===== config.mk =====
export PLATFORM = sky130hd
export DESIGN_NAME = mac_top
export DESIGN_NICKNAME = d
export VERILOG_FILES = /design/src/core/mac_pkg.sv /design/src/core/mac_mult.sv /design/src/core/mac_accum.sv /design/src/core/mac_top.sv
export SDC_FILE = /design/constraint.sdc
export NUM_CORES = 1
export LEC_CHECK = 0
export ABC_AREA = 0
export BUFFER_PORTS_ARGS = -buffer_cell sky130_fd_sc_hd__buf_2
export CORE_UTILIZATION = 35
export CTS_CLUSTER_DIAMETER = 40
export DETAILED_ROUTE_END_ITERATION = 10
export GPL_TIMING_DRIVEN = 0
export PLACE_DENSITY = 0.55
export SETUP_SLACK_MARGIN = 0.4
export SLEW_MARGIN = 15
export SYNTH_ARGS = -nofsm -noshare
export SYNTH_HDL_FRONTEND = slang
export SYNTH_SLANG_ARGS = --single-unit

===== constraint.sdc =====
create_clock -name MCLK -period 9.7 [get_ports MCLK]
set_input_delay 0.485 -clock MCLK [delete_from_list [all_inputs] [get_ports MCLK]]
set_output_delay 0.485 -clock MCLK [all_outputs]
set_load 0.005 [all_outputs]

===== src/core/mac_pkg.sv =====
// Shared constants and types for the 16x16 multiply-accumulator.
package mac_pkg;

  // ****************************************************************
  // Widths and field positions of the result register
  // ****************************************************************
  localparam int OP_W = 16;
  localparam int EXT_W = 3;
  localparam int ACC_W = 35;
  localparam int LOW_LSB = 0;
  localparam int HIGH_LSB = 16;
  localparam int EXT_LSB = 32;

  // ****************************************************************
  // Reset values
  // ****************************************************************
  localparam logic [34:0] ACC_RST = 35'h0;
  localparam logic [15:0] OPND_RST = 16'h0;
  localparam logic OE_RST = 1'b0;

  // ****************************************************************
  // Timing
  // ****************************************************************
  localparam int CLK_PERIOD_NS = 4;
  localparam int MAC_TIME_NS = 55;
  localparam int MAC_CYCLES_RAW = MAC_TIME_NS / CLK_PERIOD_NS;
  localparam int MAC_CYCLES = (MAC_CYCLES_RAW < 1) ? 1 : MAC_CYCLES_RAW;
  // Cycles from an accepted result strobe to the updated accumulator.
  localparam int MAC_LATENCY = 1;

  // ****************************************************************
  // Types
  // ****************************************************************
  typedef struct packed {
    logic tc;
    logic accum;
    logic sub;
    logic prel;
  } mac_ctrl_t;

  localparam mac_ctrl_t CTRL_RST = '0;

  typedef struct packed {
    logic [2:0] result_extension_bits;
    logic [15:0] high_result_word;
    logic [15:0] low_result_word;
  } mac_result_t;

  typedef enum logic [2:0] {
    MAC_HOLD,
    MAC_LOAD,
    MAC_ADD,
    MAC_SUB,
    MAC_PRELOAD
  } mac_op_t;

endpackage : mac_pkg


===== src/core/mac_mult.sv =====
// Operand multiplier that extends the product to the accumulator width.
`timescale 1ns/10ps
`default_nettype none
module mac_mult #(
  parameter int OP_W = 16,   // Operand width.
  parameter int EXT_W = 3    // Guard bits above the product.
) (
  input wire logic [OP_W-1:0] x,               // X operand.
  input wire logic [OP_W-1:0] y,               // Y operand.
  input wire logic tc,                         // High for two's complement.
  output logic [2*OP_W+EXT_W-1:0] prod_ext     // Extended product.
);
  localparam int PW = 2 * OP_W + 2;
  localparam int AW = 2 * OP_W + EXT_W;

  // The extended product needs at least one bit above the signed
  // product, or the extension replication would be empty.
  if (OP_W < 2 || EXT_W < 3) begin : g_bad_width
    $error("mac_mult: OP_W must be >= 2 and EXT_W >= 3");
  end

  logic signed [OP_W:0] xs;
  logic signed [OP_W:0] ys;
  logic signed [PW-1:0] prod;

  // One extra operand bit lets one signed multiplier serve both modes:
  // it holds the sign in two's complement and a zero when unsigned.
  always_comb begin
    xs = $signed({tc & x[OP_W-1], x});
    ys = $signed({tc & y[OP_W-1], y});
    prod = xs * ys;
    // Unsigned products have a zero top bit, so this zero-extends them.
    prod_ext = {{(AW-PW){prod[PW-1]}}, prod};
  end

endmodule : mac_mult
`default_nettype wire


===== src/core/mac_accum.sv =====
// Next-value logic of the accumulator: load, add, subtract or preload.
`timescale 1ns/10ps
`default_nettype none
module mac_accum #(
  parameter int ACC_W = 35   // Accumulator width.
) (
  input wire logic [ACC_W-1:0] acc,       // Present accumulator.
  input wire logic [ACC_W-1:0] prod,      // Extended product.
  input wire logic [ACC_W-1:0] pre_val,   // Value on the result pins.
  input wire mac_pkg::mac_op_t op,        // Operation to perform.
  output logic [ACC_W-1:0] acc_next       // Next accumulator value.
);
  import mac_pkg::*;

  if (ACC_W < 4) begin : g_bad_width
    $error("mac_accum: ACC_W must be >= 4");
  end

  // Overflow wraps silently; the guard bits give eight full-scale
  // accumulations of headroom before that happens.
  always_comb begin
    case (op)
      MAC_LOAD: acc_next = prod;
      MAC_ADD: acc_next = acc + prod;
      MAC_SUB: acc_next = acc - prod;
      MAC_PRELOAD: acc_next = pre_val;
      MAC_HOLD: acc_next = acc;
      default: acc_next = acc;
    endcase
  end

endmodule : mac_accum
`default_nettype wire


===== src/core/mac_top.sv =====
// Top of the 16x16 multiply-accumulator with a 35-bit result register.
`timescale 1ns/10ps
`default_nettype none

// Notes on behaviour
// - Multiply 16-bit operands, accumulate into 35 bits.
// - Operands are two's complement or unsigned, selected.
// - Load command replaces accumulator with product.
// - Add or subtract product into accumulator.
// - Preload whole accumulator from the result pins.
// - Operands, mode controls and outputs are registered; LOAD_P and the preload pins are not.
// - Result splits into low, high, extension.
// - Extension and high word have own ports.
// - Low word shares Y pins; host releases them.
// - One multiply-accumulate per clock cycle.
module mac_top (
  input wire logic MCLK,                     // Clock.
  input wire logic RESETN,                   // Asynchronous reset.
  input wire logic CE,                       // Clock enable.
  input wire logic [mac_pkg::OP_W-1:0] X_I,  // X operand pins.
  input wire logic [mac_pkg::OP_W-1:0] Y_I,  // Y and low word, input.
  output logic [mac_pkg::OP_W-1:0] Y_O,      // Low word output.
  output logic Y_OE,                         // Low word drive enable.
  input wire logic [mac_pkg::OP_W-1:0] HIGH_I, // High word, input.
  output logic [mac_pkg::OP_W-1:0] HIGH_O,   // High word output.
  output logic HIGH_OE,                      // High word drive enable.
  input wire logic [mac_pkg::EXT_W-1:0] EXT_I, // Extension, input.
  output logic [mac_pkg::EXT_W-1:0] EXT_O,   // Extension output.
  output logic EXT_OE,                       // Extension drive enable.
  input wire logic LOAD_X,                   // Capture X operand.
  input wire logic LOAD_Y,                   // Capture Y operand.
  input wire logic LOAD_P,                   // Update the accumulator.
  input wire logic TWOS_COMP,                // Two's complement mode.
  input wire logic ACCUM,                    // Accumulate, else load.
  input wire logic SUBTRACT,                 // Subtract when accumulating.
  input wire logic PRELOAD,                  // Preload from result pins.
  input wire logic LOW_EN,                   // Allow low word drive.
  input wire logic HIGH_EN,                  // Allow high word drive.
  input wire logic EXT_EN                    // Allow extension drive.
);
  import mac_pkg::*;

  // ****************************************************************
  // Operand and control input registers
  // ****************************************************************
  logic [OP_W-1:0] x_reg;
  logic [OP_W-1:0] x_next;
  logic [OP_W-1:0] y_reg;
  logic [OP_W-1:0] y_next;
  mac_ctrl_t ctrl_reg;
  mac_ctrl_t ctrl_next;

  // Controls ride with whichever operand is captured, so a command
  // always pairs with the operands that were loaded alongside it.
  always_comb begin
    x_next = x_reg;
    y_next = y_reg;
    ctrl_next = ctrl_reg;
    if (CE) begin
      if (LOAD_X) begin
        x_next = X_I;
      end
      if (LOAD_Y) begin
        y_next = Y_I;
      end
      if (LOAD_X || LOAD_Y) begin
        ctrl_next.tc = TWOS_COMP;
        ctrl_next.accum = ACCUM;
        ctrl_next.sub = SUBTRACT;
        ctrl_next.prel = PRELOAD;
      end
    end
  end

  always_ff @(posedge MCLK or negedge RESETN) begin
    if (!RESETN) begin
      x_reg <= OPND_RST;
      y_reg <= OPND_RST;
      ctrl_reg <= CTRL_RST;
    end else begin
      x_reg <= x_next;
      y_reg <= y_next;
      ctrl_reg <= ctrl_next;
    end
  end

  // ****************************************************************
  // Multiplier and accumulator datapath
  // ****************************************************************
  logic [ACC_W-1:0] prod_ext;
  logic [ACC_W-1:0] pin_word;
  mac_op_t op;

  mac_mult #(
    .OP_W(OP_W),
    .EXT_W(EXT_W)
  ) u_mult (
    .x(x_reg),
    .y(y_reg),
    .tc(ctrl_reg.tc),
    .prod_ext(prod_ext)
  );

  // The low word of a preload arrives on the shared Y pins.
  assign pin_word = {EXT_I, HIGH_I, Y_I};

  always_comb begin
    op = MAC_HOLD;
    if (CE && LOAD_P) begin
      if (ctrl_reg.prel) begin
        op = MAC_PRELOAD;
      end else if (!ctrl_reg.accum) begin
        op = MAC_LOAD;
      end else if (ctrl_reg.sub) begin
        op = MAC_SUB;
      end else begin
        op = MAC_ADD;
      end
    end
  end

  // ****************************************************************
  // Result register and pin drivers
  // ****************************************************************
  mac_result_t acc_reg;
  logic [ACC_W-1:0] acc_next;
  logic y_oe_reg;
  logic y_oe_next;
  logic high_oe_reg;
  logic high_oe_next;
  logic ext_oe_reg;
  logic ext_oe_next;

  mac_accum #(
    .ACC_W(ACC_W)
  ) u_accum (
    .acc(acc_reg),
    .prod(prod_ext),
    .pre_val(pin_word),
    .op(op),
    .acc_next(acc_next)
  );

  // Drivers go quiet whenever a preload is armed, so the host can
  // place the preload value on the result pins without a fight.
  always_comb begin
    y_oe_next = y_oe_reg;
    high_oe_next = high_oe_reg;
    ext_oe_next = ext_oe_reg;
    if (CE) begin
      y_oe_next = LOW_EN && !ctrl_next.prel;
      high_oe_next = HIGH_EN && !ctrl_next.prel;
      ext_oe_next = EXT_EN && !ctrl_next.prel;
    end
  end

  always_ff @(posedge MCLK or negedge RESETN) begin
    if (!RESETN) begin
      acc_reg <= ACC_RST;
      y_oe_reg <= OE_RST;
      high_oe_reg <= OE_RST;
      ext_oe_reg <= OE_RST;
    end else begin
      acc_reg <= acc_next;
      y_oe_reg <= y_oe_next;
      high_oe_reg <= high_oe_next;
      ext_oe_reg <= ext_oe_next;
    end
  end

  assign Y_O = acc_reg.low_result_word;
  assign HIGH_O = acc_reg.high_result_word;
  assign EXT_O = acc_reg.result_extension_bits;
  assign Y_OE = y_oe_reg;
  assign HIGH_OE = high_oe_reg;
  assign EXT_OE = ext_oe_reg;

  // ****************************************************************
  // Checks
  // ****************************************************************
  logic [ACC_W-1:0] acc_flat;
  logic take_p;
  localparam int LAT = MAC_LATENCY;
  assign acc_flat = acc_reg;
  assign take_p = CE && LOAD_P;
endmodule : mac_top
`default_nettype wire


=== Yosys cells after proc, flatten, opt, wreduce, memory -nomap -nowiden ===
Index checks and enable logic that the tools add are counted.

* RAM bits: 0
* Memories kept: 0
* Logic and storage cells: 38
* Bits in latches: 0
* Output and inout port bits: 38
* Register bits: 74
* Memory bits (read-only): 0
* Bits of input ports: 64

* Divide/modulo/power cells: 0
* Equality and inequality tests: 4
* Bitwise operators: 2
* Multiplexer cells: 7
* Add/subtract/negate cells: 2
* Multipliers: 1
* Shift-type cells: 0
* Reductions and logical operators: 10
* $lt $le $gt $ge: 0

{| class="wikitable"
|+ Operators by type and width
! operator !! number
|-
| 35-bit case mux with 4 select lines || 1
|-
| 35-bit adder || 1
|-
| 35-bit subtractor || 1
|-
| 17-bit by 17-bit multiplier with 34-bit output || 1
|-
| 3-bit by 2-bit equality test with 1-bit output, second input constant || 2
|-
| 3-bit two-way mux || 2
|-
| 2-bit AND reduction || 3
|-
| 1-bit logical AND || 4
|-
| 4-bit nonzero test || 1
|-
| 3-bit by 1-bit equality test with 1-bit output, second input constant || 1
|-
| 3-bit equality test, second input constant || 1
|-
| 1-bit two-way mux || 3
|-
| 1-bit AND || 2
|-
| 2-bit two-way mux || 1
|-
| 1-bit zero test || 1
|-
| 1-bit logical OR || 1
|}

=== Logic depth before layout (Yosys ltp) ===
* Depth after elaboration: 6
* Depth in mapped cells: 41
* Gate-level depth less buffers: 39

=== Cells and area by module ===
From an unflattened synthesis, not the netlist that was laid out.

* Cells, all modules: 2,005
* Area total of the unflattened synthesis: 17,593.1 sq um

{| class="wikitable"
|+ Modules (own cells, without submodules)
! module !! sequential area each (sq um) !! area each (sq um) !! cells an instance !! times used
|-
| mac_mult || 0.0 || 10,979.3 || 1,216 || 1
|-
| mac_accum || 0.0 || 4,180.3 || 657 || 1
|-
| mac_top || 1,851.8 || 2,433.6 || 132 || 1
|}

=== Worst setup path after synthesis ===
Ideal clock, no wire load.

* Path type: reg-to-reg
* Start: reg ctrl_reg[3] (netlist name)
* End: reg acc_reg, in the netlist EXT_O[2]
* Setup slack: 1.408 ns
* Path buffers: 2
* Arrival: 8.164 ns
* Required time: 9.572 ns
* Clock period less this slack: 8.292 ns
* Setup time: 0.128 ns
* Stages on the path, launching flop included: 39
* Cell sequence: dfrtp_1 -> and2_1 -> clkbuf_1 -> nand2_1 -> inv_1 -> fa_1 -> inv_1 -> fa_1 -> inv_1 -> fa_1 -> fa_1 -> fa_1 -> inv_1 -> fa_1 -> inv_1 -> ha_1 -> clkbuf_1 -> nand2_1 -> [... 3 more ...] -> xnor2_2 -> nor4_4 -> nand3_1 -> o21ai_0 -> xnor2_1 -> ha_1 -> nand2_1 -> o21ai_0 -> a21oi_1 -> o21ai_0 -> a21oi_1 -> o21ai_1 -> nand2_1 -> a21oi_1 -> a21o_1 -> a21oi_1 -> xnor3_1 -> o2bb2ai_1

* Cells in the longest elaborated chain, start to end: 4
* Elaborated cells between the ends (all ways): 6
* Classes of those cells: add/sub: 2; mul: 1; mux: 1; bitwise: 2

{| class="wikitable"
|+ Ends and longest elaborated chain
! what !! line !! RTL
|-
| from (decl) || mac_top.sv:50 || <nowiki>mac_ctrl_t ctrl_reg;</nowiki>
|-
| from (signal assigned) || mac_top.sv:83 || <nowiki>ctrl_reg <= ctrl_next;</nowiki>
|-
| 1-bit AND, on equally long branches || mac_mult.sv:29, mac_mult.sv:30 ||
|-
| 17-bit by 17-bit multiplier with 34-bit output * || mac_mult.sv:31 || <nowiki>prod = xs * ys;</nowiki>
|-
| 35-bit subtractor or 35-bit adder (tied branches) || mac_accum.sv:25, mac_accum.sv:24 ||
|-
| 35-bit case mux with 4 select lines * || mac_accum.sv:22 || <nowiki>case (op)</nowiki>
|-
| to (signal assigned) || mac_top.sv:164 || <nowiki>acc_reg <= acc_next;</nowiki>
|-
| to (decl) || mac_top.sv:125 || <nowiki>mac_result_t acc_reg;</nowiki>
|}

Every way passes the cells marked *; elsewhere a longest branch is shown, timed or not.
A chain may end at the register's enable or synchronous reset.

=== Final worst setup path ===
Ends and elaborated chain as after synthesis.

==> impl_metrics.py <==
metrics = {
    "clock_network": {
        "clk_path_buf_depth": 2,
        "clock_latency_ns": 0.38,
        "cts-root-buf": "clkbuf_16",
        "htreeDepth": 3,
        "cts_tree": "done",
        "path_clk_slew_ns": 0.07,
        "cts_inserted_buffers": 9,
        "cts_sinks": 74,
    },
    "worst_hold_path": {
        "min_path_type": "in -> async",
    },
    "yosys": {
        "synthDistinctLibCells": 78,
        "netlist_area_um2": 16700,
        "synth-edff-count": 0,
        "synth_flop_cell": "dfrtp_1",
        "synthArstFlopShare": 1.00,
        "netlist.area_leader.share": 0.356,
        "synth_seq_area_share": 0.111,
        "synth_fp_nets": 2342,
        "syn_area_per_cell_um2": 8.96,
        "synth.area.top_cells": "fa_1, dfrtp_1, ha_1",
        "ys_ff_latch": 74,
        "synth_cells": 1861,
        "synth_top_area_cell": "fa_1",
        "yosysWarnings": 0,
    },
    "sta": {
        "setup_violations": 0,
        "setup_slack_ns": 0.750,
        "finalCritPeriodShare": 0.923,
        "hold_viol_final": 0,
        "worst-slew-pin-transition_ns": 1.22,
        "fin_skew_ns": 0.0145,
        "max_freq_mhz": 112,
        "slew_headroom": 0.179,
        "period_needed_ns": 8.95,
        "setup_tns_ns": 0,
        "drv_slew": 0,
        "rsz0062_at_grt": "no",
    },
    "drt": {
        "drc_errors": 3,
        "ant_nets": 0,
        "wl_per_cell_um": 19.9,
        "drt_iter0_drc": 901,
        "first_pass_iters": 8,
        "routed_wl_mm": 52.3,
        "num_vias": 13576,
        "vias_per_cell": 5.16,
    },
    "floorplan": {
        "coreArea_um2": 46800,
        "row_count": 79,
        "die_y_um": 220,
        "fp.dieW_um": 220,
        "fp.dieArea_um2": 48500,
        "ioPinCount": 102,
        "start_util": 0.357,
    },
    "critical_path": {
        "r2r_cells": 37,
        "start_kind": "flip-flop",
        "required_ns": 9.96,
        "path_delay_family": "adder cells",
        "ff2ff_setup_slack_ns": 0.75,
        "worst_setup_path_end_kind": "flip-flop",
        "reg2reg_to": "EXT_O[2]",
        "crit_cells": 37,
        "critPathMaxStageDelay_ns": 0.55,
        "crit_start": "ctrl_reg[3]",
        "crit_end": "EXT_O[2]",
        "critPathArrivalTime_ns": 9.21,
        "worst-path-buf-inv": 7,
        "crit_fanout": 10,
        "worst_path_max_delay_cell": "fa_1",
        "critical_path_class": "reg -> reg",
        "r2r_start": "ctrl_reg[3]",
    },
    "cells_and_area": {
        "final_cells": 2629,
        "num_antenna_cells": 0,
        "areaGrowthSynthToFinish_pct": 14.1,
        "mostFrequentLayoutCells": "inv_1, fa_1, nand2_1",
        "final_common_cell": "inv_1",
        "drive_gt1_frac": 0.163,
        "utilization": 0.407,
        "nets": 2498,
    },
    "global_route": {
        "grt_antenna_before_repair": 0,
        "grt_pass1_wl_mm": 82.0,
        "grt_overflow": 0,
        "grt_pass1_vias": 14175,
        "grt_start_max_net_pins": 55,
        "grt_util_all_layers": 0.226,
    },
    "placed_design": {
        "gp_congestion": 0.931,
        "dp.cells": 2570,
        "dp_hpwl_mm": 42.8,
        "io_buffers": 101,
        "preCtsSetupSlack_ns": -0.493,
    },
    "flow_run": {
        "maxCapViolCount": 0,
    },
    "run_status": {
        "violations": "design-rule violations",
        "status": "finished with violations",
    },
}
## metal layers
layer / part of all wire / routed length (um) / global-route usage / up-vias
met5: 0 / 0 / 0 / -
met4: 0.022 / 1130 / 0.0471 / 0
met3: 0.065 / 3410 / 0.0371 / 54
met2: 0.46 / 24100 / 0.362 / 419
met1: 0.45 / 23600 / 0.321 / 6920
li1: - / - / - / 6183
## worst min-delay path by stage
stage | end | slack [ns] | depth (start not counted)
after floorplan | EXT_OE | 0.19 | 0
after detailed placement | Y_O[3] | 0.41 | 1
after global routing | Y_O[3] | 0.02 | 1
after global placement | Y_O[7] | 0.51 | 2
final | Y_O[3] | 0.02 | 1
after CTS | Y_O[3] | 0.006 | 1
## cell usage after synthesis (4+ instances only)
| cell | number |
|---|---|
| nor2b_1 | 7 |
| a222oi_1 | 6 |
| o21ai_1 | 10 |
| a21o_1 | 18 |
| and2_1 | 129 |
| dfrtp_1 | 74 |
| xnor2_2 | 5 |
| xor2_1 | 29 |
| a211oi_1 | 11 |
| nor3_1 | 14 |
| o21a_1 | 8 |
| o31ai_1 | 5 |
| o21ai_0 | 62 |
| a211o_1 | 4 |
| fa_1 | 297 |
| or3_1 | 6 |
| nand4_1 | 7 |
| a221oi_1 | 7 |
| clkbuf_1 | 68 |
| nand3_1 | 13 |
| mux2i_1 | 8 |
| nor2_1 | 87 |
| mux2_2 | 36 |
| xnor2_1 | 58 |
| a21oi_1 | 75 |
| o21bai_1 | 6 |
| o221ai_1 | 4 |
| nand2b_1 | 9 |
| ha_1 | 120 |
| nand2_1 | 250 |
| inv_1 | 331 |
| a31oi_1 | 13 |
| and3_1 | 13 |
| o211ai_1 | 7 |
| o22ai_1 | 6 |
## metrics by stage
step | cell area, um^2 | hold WS [ns]
final | 19000 | 0.0151
after global routing | 19000 | 0.0179
after CTS | 18400 | 0.00562
after detailed placement | 18000 | 0.414
after global placement | 17900 | 0.505
after floorplan | 16700 | 0.189
## cell type report
cell class                 instances  area [um^2]
fill                            4774        27700
multi-input combinational       1384        13600
sequential                        74         1880
inverter                         331         1250
timing repair buffer             145          868
tap                              607          759
buffer                            72          397
clock buffer                       9          225
clock inverter                     7          101
## logic make-up (layout without fill, tap and decap cells)
group / count (synthesis) / in the layout / synth area share
XOR/XNOR: 95 / 95 / 0.0539
multiplexers: 45 / 45 / 0.0298
adder cells (fa/ha/maj): 417 / 417 / 0.446
AO/OA/AOI/OAI: 275 / 275 / 0.110
flip-flops: 74 / 74 / 0.111
buffers and inverters: 403 / 564 / 0.0908
AND/OR/NAND/NOR: 552 / 552 / 0.158
## what timing repair did
item	CTS	global route
resized for setup	50	140
hold buffers	0	0
setup buffers	3	40
setup endpoints to repair	12	11
pin swaps	2	12
Power is left out: the tool's default activity adds up to more than one toggle a clock period on the data nets, which glitch-free logic cannot reach.
